==> src/timer_capture_defs.svh <==
`ifndef TIMER_CAPTURE_DEFS_SVH
`define TIMER_CAPTURE_DEFS_SVH

// Register indexes; the byte address is four times the index
`define IDX_CTRLA      6'h00
`define IDX_CONTROL_C_REG      6'h02
`define IDX_OVERRIDE_VALUE_REG      6'h03
`define IDX_COMMAND_REG      6'h04
`define IDX_EVCTRLA    6'h08
`define IDX_EVCTRLB    6'h09
`define IDX_IRQ_ENABLE_REG    6'h0C
`define IDX_IRQ_FLAG_REG   6'h0D
`define IDX_STATUS     6'h0E
`define IDX_INPUTB     6'h11
`define IDX_FAULT      6'h12
`define IDX_DELAY_CONTROL_REG    6'h14
`define IDX_DELAY_VALUE     6'h15
`define IDX_CAPAL      6'h22
`define IDX_CAPAH      6'h23
`define IDX_CAPBL      6'h24
`define IDX_CAPBH      6'h25
`define IDX_CMP_BASE   3'h5
`define IDX_PROTECT    6'h30

// Field positions
`define BIT_ENABLE     0
`define BIT_OVERRIDE   0
`define BIT_SCAPA      3
`define BIT_SCAPB      4
`define BIT_ACTION     2
`define BIT_EDGE       4
`define BIT_FLAG_OVF   0
`define BIT_FLAG_CAPTURE_FLAG_A 2
`define BIT_FLAG_CAPTURE_FLAG_B 3
`define BIT_COMMAND_READY     1
`define BIT_ENRDY      0
`define BIT_LEVEL_A    0
`define BIT_OUTEN_A    4
`define IRQ_EN_MASK    4'hD

// Encodings and counts
`define MODE_RESTART   4'h8
`define DELAY_TRIGGER_SEL_DELAY  2'h2
`define DLYSEL_BLANK   2'h1
`define DLYSEL_EVENT   2'h2
`define SLEEP_STANDBY  2'h2
`define PROTECT_WINDOW 3'h4
`define RESET_BYTE     8'h00

`endif

==> src/timer_capture_pkg.sv <==
package timer_capture_pkg;

  typedef enum logic [1:0] {
    PH_DTA = 2'b00,
    PH_OTA = 2'b01,
    PH_DTB = 2'b11,
    PH_OTB = 2'b10
  } phase_type;

  typedef enum logic [1:0] {
    CMD_IDLE = 2'b00,
    CMD_SYNC = 2'b01,
    CMD_DONE = 2'b11
  } cmd_type;

  typedef struct packed {
    logic             ack;
    logic [7:0]       rdData;
    logic             enable;
    logic             override;
    logic [7:0]       ovrVal;
    logic [1:0][7:0]  event_input_config;
    logic [3:0]       irqEn;
    logic [3:0]       flags;
    logic [3:0]       inModeB;
    logic [7:0]       fault_output_reg;
    logic [5:0]       delay_control_reg;
    logic [7:0]       delay_value;
    logic [3:0][11:0] cmp;
    logic [1:0][11:0] capture;
    logic [3:0]       capHiTemp;
    logic [2:0]       protCnt;
    cmd_type          cmd;
    logic [1:0]       swCapReq;
    logic [11:0]      count;
    phase_type        phase;
    logic [1:0][2:0]  evSync;
    logic [1:0]       evLvl;
    logic [1:0]       wo;
    logic [1:0]       woOe;
    logic [2:0]       cmpEvent;
    logic             progEvent;
    logic             dlyBusy;
    logic [7:0]       dlyCnt;
    logic [2:0]       dlyPre;
    logic             irqCycleDone;
    logic             irqOnTimeEntry;
  } state_type;

endpackage
==> src/pwm_timer_capture.sv <==
`include "timer_capture_defs.svh"
`timescale 1ns/100ps
module pwm_timer_capture
  import timer_capture_pkg::*;
#(
  // Unlock key value is arbitrary
  parameter logic [7:0] IoRegisterKey = 8'hD8
) (
  // Clock and reset
  input  wire logic        mclk,
  input  wire logic        resetn,
  input  wire logic        porResetn,
  // Wishbone slave
  input  wire logic        cyc_i,
  input  wire logic        stb_i,
  input  wire logic        we_i,
  input  wire logic [7:0]  adr_i,
  input  wire logic [3:0]  sel_i,
  input  wire logic [31:0] dat_i,
  output logic             ack_o,
  output logic [31:0]      dat_o,
  // Event inputs, sleep state and fuse
  input  wire logic        eventInA,
  input  wire logic        eventInB,
  input  wire logic [1:0]  sleepMode,
  input  wire logic [7:0]  fuseCfg,
  // Waveform pins
  output logic             waveformOutA,
  output logic             waveformOutAOe,
  output logic             waveformOutB,
  output logic             waveformOutBOe,
  // Output events
  output logic             eventBClear,
  output logic             eventASet,
  output logic             eventBSet,
  output logic             eventProgrammable,
  // Interrupt requests
  output logic             cycleDoneIrq,
  output logic             onTimeEntryIrq
);

  state_type q;
  state_type d;

  logic       busReq;
  logic       wrReq;
  logic [5:0] idx;
  logic [7:0] wdat;
  logic       run;
  logic       restart;
  logic       onEntry;
  logic       trigSrc;
  logic [2:0] preLast;
  logic [1:0] evIn;
  logic [1:0] newLvl;
  logic [1:0] edgeEv;
  logic [1:0] capEv;
  logic [1:0] swFire;
  phase_type  ph;

  assign evIn = {eventInB, eventInA};
  assign idx  = adr_i[7:2];
  assign wdat = dat_i[7:0];

  always_comb begin
    d       = q;
    busReq  = cyc_i && stb_i && !q.ack;
    wrReq   = busReq && we_i && sel_i[0];
    run     = q.enable && (sleepMode < `SLEEP_STANDBY);
    d.ack   = busReq;
    d.rdData = `RESET_BYTE;

    // Event pins: three flops, level taken when the last two agree
    for (int i = 0; i < 2; i++) begin
      d.evSync[i] = {q.evSync[i][1:0], evIn[i]};
      newLvl[i]   = (q.evSync[i][1] == q.evSync[i][2]) ? q.evSync[i][2] : q.evLvl[i];
      d.evLvl[i]  = newLvl[i];
      edgeEv[i]   = (newLvl[i] != q.evLvl[i]) && (newLvl[i] != q.event_input_config[i][`BIT_EDGE]);
      capEv[i]    = edgeEv[i] && q.event_input_config[i][`BIT_ACTION];
      swFire[i]   = (q.cmd == CMD_DONE) && q.swCapReq[i];
    end

    // Software capture command crossing
    case (q.cmd)
      CMD_SYNC: d.cmd = CMD_DONE;
      CMD_DONE: begin
        d.cmd      = CMD_IDLE;
        d.swCapReq = 2'b00;
      end
      default: d.cmd = CMD_IDLE;
    endcase

    // Protection window counts bus accesses
    if (wrReq && idx == `IDX_PROTECT && wdat == IoRegisterKey) begin
      d.protCnt = `PROTECT_WINDOW;
    end else if (busReq && q.protCnt != 3'h0) begin
      d.protCnt = q.protCnt - 3'h1;
    end

    // Register writes
    if (wrReq) begin
      case (idx)
        `IDX_CTRLA:    d.enable = wdat[`BIT_ENABLE];
        `IDX_CONTROL_C_REG:    d.override = wdat[`BIT_OVERRIDE];
        `IDX_OVERRIDE_VALUE_REG:    d.ovrVal = wdat;
        `IDX_COMMAND_REG: begin
          if (wdat[`BIT_SCAPA] || wdat[`BIT_SCAPB]) begin
            d.swCapReq = d.swCapReq | wdat[`BIT_SCAPB:`BIT_SCAPA];
            if (d.cmd == CMD_IDLE) begin
              d.cmd = CMD_SYNC;
            end
          end
        end
        `IDX_EVCTRLA:  d.event_input_config[0] = wdat;
        `IDX_EVCTRLB:  d.event_input_config[1] = wdat;
        `IDX_IRQ_ENABLE_REG:  d.irqEn = wdat[3:0] & `IRQ_EN_MASK;
        `IDX_IRQ_FLAG_REG: d.flags = q.flags & ~wdat[3:0];
        `IDX_INPUTB:   d.inModeB = wdat[3:0];
        `IDX_FAULT: begin
          if (q.protCnt != 3'h0) begin
            d.fault_output_reg = wdat;
          end
        end
        `IDX_DELAY_CONTROL_REG:  d.delay_control_reg = wdat[5:0];
        `IDX_DELAY_VALUE:   d.delay_value = wdat;
        default: begin
          if (idx[5:3] == `IDX_CMP_BASE) begin
            if (idx[0]) begin
              d.cmp[idx[2:1]][11:8] = wdat[3:0];
            end else begin
              d.cmp[idx[2:1]][7:0] = wdat;
            end
          end
        end
      endcase
    end

    // Register reads
    if (busReq && !we_i) begin
      case (idx)
        `IDX_CTRLA:    d.rdData = {7'h00, q.enable};
        `IDX_CONTROL_C_REG:    d.rdData = {7'h00, q.override};
        `IDX_OVERRIDE_VALUE_REG:    d.rdData = q.ovrVal;
        `IDX_EVCTRLA:  d.rdData = q.event_input_config[0];
        `IDX_EVCTRLB:  d.rdData = q.event_input_config[1];
        `IDX_IRQ_ENABLE_REG:  d.rdData = {4'h0, q.irqEn};
        `IDX_IRQ_FLAG_REG: d.rdData = {4'h0, q.flags};
        `IDX_STATUS: begin
          d.rdData[`BIT_COMMAND_READY] = (q.cmd == CMD_IDLE);
          d.rdData[`BIT_ENRDY]  = 1'b1;
        end
        `IDX_INPUTB:   d.rdData = {4'h0, q.inModeB};
        `IDX_FAULT:    d.rdData = q.fault_output_reg;
        `IDX_DELAY_CONTROL_REG:  d.rdData = {2'h0, q.delay_control_reg};
        `IDX_DELAY_VALUE:   d.rdData = q.delay_value;
        `IDX_CAPAL: begin
          d.rdData    = q.capture[0][7:0];
          d.capHiTemp = q.capture[0][11:8];
        end
        `IDX_CAPBL: begin
          d.rdData    = q.capture[1][7:0];
          d.capHiTemp = q.capture[1][11:8];
        end
        `IDX_CAPAH,
        `IDX_CAPBH:    d.rdData = {4'h0, q.capHiTemp};
        default: begin
          if (idx[5:3] == `IDX_CMP_BASE) begin
            d.rdData = idx[0] ? {4'h0, q.cmp[idx[2:1]][11:8]} : q.cmp[idx[2:1]][7:0];
          end
        end
      endcase
    end

    // Captures: event or software strobe, value held in bus domain
    for (int i = 0; i < 2; i++) begin
      if (capEv[i] || swFire[i]) begin
        d.capture[i] = q.count;
      end
      if (capEv[i]) begin
        d.flags[`BIT_FLAG_CAPTURE_FLAG_A + i] = 1'b1;
      end
    end

    // Counter, one-ramp sequence
    restart = edgeEv[1] && (q.inModeB == `MODE_RESTART);
    if (run) begin
      if (restart || q.count == q.cmp[3]) begin
        d.count = 12'h000;
        if (!restart) begin
          d.flags[`BIT_FLAG_OVF] = 1'b1;
        end
      end else begin
        d.count = q.count + 12'h001;
      end
    end
    if (d.count < q.cmp[0]) begin
      ph = PH_DTA;
    end else if (d.count < q.cmp[1]) begin
      ph = PH_OTA;
    end else if (d.count < q.cmp[2]) begin
      ph = PH_DTB;
    end else begin
      ph = PH_OTB;
    end
    onEntry = 1'b0;
    if (run) begin
      d.phase = ph;
      if (ph == PH_OTA && q.phase != PH_OTA) begin
        d.flags[`BIT_FLAG_CAPTURE_FLAG_A] = 1'b1;
        onEntry = 1'b1;
      end
      if (ph == PH_OTB && q.phase != PH_OTB) begin
        d.flags[`BIT_FLAG_CAPTURE_FLAG_B] = 1'b1;
        onEntry = 1'b1;
      end
    end

    // Compare match strobes
    d.cmpEvent[0] = run && (d.count == q.cmp[3]);
    d.cmpEvent[1] = run && (d.count == q.cmp[0]);
    d.cmpEvent[2] = run && (d.count == q.cmp[2]);

    // Programmable event with optional delay
    case (q.delay_control_reg[3:2])
      2'h0:    trigSrc = d.cmpEvent[1];
      2'h1:    trigSrc = run && (d.count == q.cmp[1]);
      2'h2:    trigSrc = onEntry;
      default: trigSrc = d.cmpEvent[0];
    endcase
    preLast = (3'h1 << q.delay_control_reg[5:4]) - 3'h1;
    d.progEvent = 1'b0;
    if (q.delay_control_reg[1:0] == `DLYSEL_BLANK) begin
      d.progEvent = onEntry;
    end else if (q.delay_control_reg[1:0] == `DLYSEL_EVENT) begin
      if (q.delay_control_reg[3:2] != `DELAY_TRIGGER_SEL_DELAY) begin
        d.progEvent = trigSrc;
      end else if (trigSrc && !q.dlyBusy) begin
        d.dlyBusy = 1'b1;
        d.dlyCnt  = 8'h00;
        d.dlyPre  = 3'h0;
      end
    end
    if (q.dlyBusy) begin
      if (q.dlyCnt == q.delay_value) begin
        d.progEvent = 1'b1;
        d.dlyBusy   = 1'b0;
      end else if (q.dlyPre == preLast) begin
        d.dlyPre = 3'h0;
        d.dlyCnt = q.dlyCnt + 8'h01;
      end else begin
        d.dlyPre = q.dlyPre + 3'h1;
      end
    end

    // Waveform outputs
    for (int i = 0; i < 2; i++) begin
      d.woOe[i] = q.fault_output_reg[`BIT_OUTEN_A + i];
    end
    if (!q.enable) begin
      d.wo[0] = q.fault_output_reg[`BIT_LEVEL_A];
      d.wo[1] = q.fault_output_reg[`BIT_LEVEL_A + 1];
    end else if (q.override) begin
      d.wo[0] = (q.phase == PH_OTA) ? q.ovrVal[1] : q.ovrVal[0];
      d.wo[1] = (q.phase == PH_OTB) ? q.ovrVal[7] : q.ovrVal[6];
    end else begin
      d.wo[0] = (q.phase == PH_OTA);
      d.wo[1] = (q.phase == PH_OTB);
    end

    // Interrupt requests
    d.irqCycleDone   = q.flags[`BIT_FLAG_OVF] && q.irqEn[`BIT_FLAG_OVF];
    d.irqOnTimeEntry = (q.flags[`BIT_FLAG_CAPTURE_FLAG_A] && q.irqEn[`BIT_FLAG_CAPTURE_FLAG_A]) ||
                       (q.flags[`BIT_FLAG_CAPTURE_FLAG_B] && q.irqEn[`BIT_FLAG_CAPTURE_FLAG_B]);

    if (!resetn) begin
      d           = '0;
      d.fault_output_reg = porResetn ? fuseCfg : `RESET_BYTE;
    end
  end

  always_ff @(posedge mclk) begin
    q <= d;
  end

  assign ack_o             = q.ack;
  assign dat_o             = {24'h000000, q.rdData};
  assign waveformOutA      = q.wo[0];
  assign waveformOutB      = q.wo[1];
  assign waveformOutAOe    = q.woOe[0];
  assign waveformOutBOe    = q.woOe[1];
  assign eventBClear       = q.cmpEvent[0];
  assign eventASet         = q.cmpEvent[1];
  assign eventBSet         = q.cmpEvent[2];
  assign eventProgrammable = q.progEvent;
  assign cycleDoneIrq      = q.irqCycleDone;
  assign onTimeEntryIrq    = q.irqOnTimeEntry;
endmodule

==> config.mk <==
export PLATFORM = sky130hd
export DESIGN_NAME = pwm_timer_capture
export DESIGN_NICKNAME = d
export VERILOG_FILES = /design/src/timer_capture_pkg.sv /design/src/pwm_timer_capture.sv
export VERILOG_INCLUDE_DIRS = /design/src
export SDC_FILE = /design/constraint.sdc
export NUM_CORES = 1
export LEC_CHECK = 0
export BUFFER_PORTS_ARGS = -buffer_cell sky130_fd_sc_hd__buf_2
export CAP_MARGIN = 40
export CORE_ASPECT_RATIO = 1.75
export CORE_MARGIN = 4
export CORE_UTILIZATION = 40
export DETAILED_ROUTE_END_ITERATION = 8
export GPL_TIMING_DRIVEN = 0
export MAX_ROUTING_LAYER = met4
export SLEW_MARGIN = 20
export SYNTH_ARGS = -nofsm -noshare
export SYNTH_HDL_FRONTEND = slang
export SYNTH_SLANG_ARGS = --single-unit
export TNS_END_PERCENT = 100
==> constraint.sdc <==
create_clock -name mclk -period 3.5 [get_ports mclk]
set_input_delay 0.35 -clock mclk [delete_from_list [all_inputs] [get_ports mclk]]
set_output_delay 0.35 -clock mclk [all_outputs]
set_load 0.1 [all_outputs]
==> flow_metrics.env <==
export IMPL_outcome="finished with violations"
export IMPL_violations="setup timing"
export IMPL_max_freq_ghz=0.2698
export IMPL_rr_endpoint="q[5]$_SDFF_PN0_"
export IMPL_io_pins=105
export IMPL_final_common_cell="dfxtp_1"
export IMPL_ys_warnings_count=0
export IMPL_grt_total_usage=0.2575
export IMPL_relSlewSlack=0.4010
export IMPL_first_iter_violations=977
export IMPL_worstPathRequired_ps=3850
export IMPL_worstSetupEndpointType="register"
export IMPL_final_cell_area_mm2=0.01215
export IMPL_dpl_worst_slack_ps=-828.7
export IMPL_ant_nets=0
export IMPL_fin_ws_ps=-205.9
export IMPL_setup_viol=13
export IMPL_power_density_mw_per_mm2=375.9
export IMPL_post_route_period_util=1.059
export IMPL_dp_cells=1531
export IMPL_yosysSeqAreaShare=0.3935
export IMPL_worst_slew_pin_slew_ps=891.1
export IMPL_path_max_fanout=8
export IMPL_initial_core_util=0.4079
export IMPL_critPathLaunchType="register"
export IMPL_via_per_inst=5.705
export IMPL_grt_pass1_wl_mm=51.78
export IMPL_synth_main_ff_cell="dfxtp_1"
export IMPL_cts_hold_fix_buffers=0
export IMPL_vdd_drop_max_v=0.0003423
export IMPL_wl_mm=35.20
export IMPL_synth_edf_count=8
export IMPL_portBuffers=45
export IMPL_min_from="eventInA"
export IMPL_grt_setup_unrepaired="yes"
export IMPL_power_frac_comb=0.079
export IMPL_drive_gt1_frac=0.2000
export IMPL_grt_max_degree=18
export IMPL_grt_pass1_vias=8592
export IMPL_criticalPathCategory="register to register"
export IMPL_rows=76
export IMPL_die_area_mm2=0.02802
export IMPL_area_growth_synth_to_final_pct=20.01
export IMPL_synth_area_per_cell_um2=8.872
export IMPL_r2r_cells=16
export IMPL_hpwl_mm=26.94
export IMPL_internal_power_uw=3346
export IMPL_root_buffer="clkbuf_16"
export IMPL_clock_latency_ps=460
export IMPL_clk_pin_slew_ps=70
export IMPL_drv_cap=0
export IMPL_syn_inst=1141
export IMPL_cts_tree="yes"
export IMPL_dieHeight_um=218.5
export IMPL_ys_ff_latch=195
export IMPL_final_cell_mix="167 x dfxtp_1, 153 x nor2_1, 98 x nand2_1"
export IMPL_synthesis_area_mm2=0.01012
export IMPL_nets=1361
export IMPL_ys_types=74
export IMPL_period_needed_ps=3706
export IMPL_gp_congestion=1.050
export IMPL_dpl_cell_area_mm2=0.01112
export IMPL_seqPwrFrac=0.492
export IMPL_final_cells=1584
export IMPL_cts_buffers_inserted=17
export IMPL_hold_viol=0
export IMPL_wl_per_cell_um=22.22
export IMPL_drt_pass1_iterations=9
export IMPL_hold_class="primary input to register"
export IMPL_cts_buffer_depth=2
export IMPL_clock_sinks=195
export IMPL_dieWidth_um=128.3
export IMPL_grt_overflow=0
export IMPL_remaining_drc_errors=0
export IMPL_p_sw_uw=1220
export IMPL_timing_final_max_slew_violations=0
export IMPL_fin_skew_ps=8.010
export IMPL_cp_arrival_ps=4060
export IMPL_coreArea_mm2=0.02482
export IMPL_swShare=0.2673
export IMPL_htree_levels=4
export IMPL_leakagePower_uw=0.004632
export IMPL_power_frac_clock=0.429
export IMPL_antenna_found_initial=2
export IMPL_async_flop_share=0
export IMPL_vias=9036
export IMPL_holdWs_ps=91.95
export IMPL_hold_depth=2
export IMPL_rrSetupSlack_ps=-210
export IMPL_holdPathEnd="q[24]$_SDFF_PN0_"
[power by group through the flow]
stage	Combinational [uW]	Sequential, uW	Clock (uW)
3_3_place_gp	342	2300	0
6_report	359	2250	1960
5_1_grt	371	2250	2070
2_1_floorplan	236	2320	0
3_5_place_dp	349	2300	0
4_1_cts	351	2250	1990
[kinds of logic (layout without fill, tap and decap cells)]
kind of cell               count (synthesis)  after routing  synth area share
adders and majority gates                 41             41           0.05067
DFF                                      195            195            0.3935
buffers and inverters                    144            250           0.06748
and+or+nand+nor                          424            424            0.2005
xor gates and xnor gates                  36             36           0.03115
other                                      1             26         0.0003704
AOI/OAI and AO/OA                        190            190            0.1323
muxes                                    110            110            0.1241
[how the worst max path moves through the flow]
stage	from	to	slack (ps)	cells after the start
finish	register	q[5]$_SDFF_PN0_	-210	16
global route	q[33]$_SDFF_PN0_	q[10]$_SDFF_PN0_	-330	16
CTS	q[32]$_SDFF_PN0_	eventProgrammable$_SDFF_PN0_	-210	17
detailed placement	q[40]$_SDFF_PN0_	q[4]$_SDFF_PN0_	-830	16
global placement	register	q[5]$_SDFF_PN0_	-870	15
floorplan	q[39]$_SDFF_PN0_	q[5]$_SDFF_PN0_	-40	16
[layout make-up]
cell class	instances	area, um^2
plain buffers	91	515.5
repair buffers	80	501.7
clock inverters	12	121.4
inverters	48	180.2
clock buffers	19	454.2
well taps	312	390.4
diodes	2	5.005
flip-flops and latches	195	4019
multi-input cells	825	5962
fillers	2363	12670
[stage by stage]
stage | total power [uW] | util | setup TNS, ps
final | 4566 | 0.4895 | -1967
after global routing | 4688 | 0.4895 | -3719
after CTS | 4589 | 0.4812 | -2171
after detailed placement | 2651 | 0.4480 | -11460
after global placement | 2644 | 0.4439 | -12070
after floorplan | 2552 | - | -101.1
[routing by layer]
layer  track usage  vias to the layer above  routed length (um)
met2        0.4441                      402               17910
met4        0.1891                        0                3129
met5             -                        -                   0
met1        0.2604                     4266               12330
li1              -                     4210                   -
met3       0.03791                      158                1839
[worst max-delay path, stage by stage (launching register included)]
cell       delay (ps)
dfxtp_2           380
xor2_2            160
nor4_2            300
nand3_2           180
a21oi_4           230
clkbuf_16         180
buf_12            130
nor2_4             70
ha_4              320
nand4_1            70
or4_4             480
a21oi_2           120
or3_4             140
a21boi_4          200
a32oi_4           100
o21a_4            280
mux2_4            260
[what timing repair did]
item / CTS / global route
endpoints found under the setup margin: 17 / 17
resized for setup: 39 / 35
setup buffers: 16 / 8
pin swaps: 25 / 17
[cell usage after synthesis (12+ instances only)]
master    instances  area (um^2)
a21oi_1          60        300.3
a22o_1           21        183.9
and2_1           14        87.58
buf_4            35        262.8
clkbuf_1         45        168.9
dfxtp_1         187         3744
ha_1             41        513.0
inv_1            47        176.4
mux2i_1          97        970.9
nand2_1         100        375.4
nand2b_1         13        81.33
nand3_1          38        190.2
nand4_1          15        93.84
nor2_1          163        611.8
nor3_1           16        80.08
nor4_1           12        75.07
o21ai_0          19        95.09
xnor2_1          13        113.9
xor2_1           23        201.4
No activity file was read; power rests on OpenSTA's default activity.
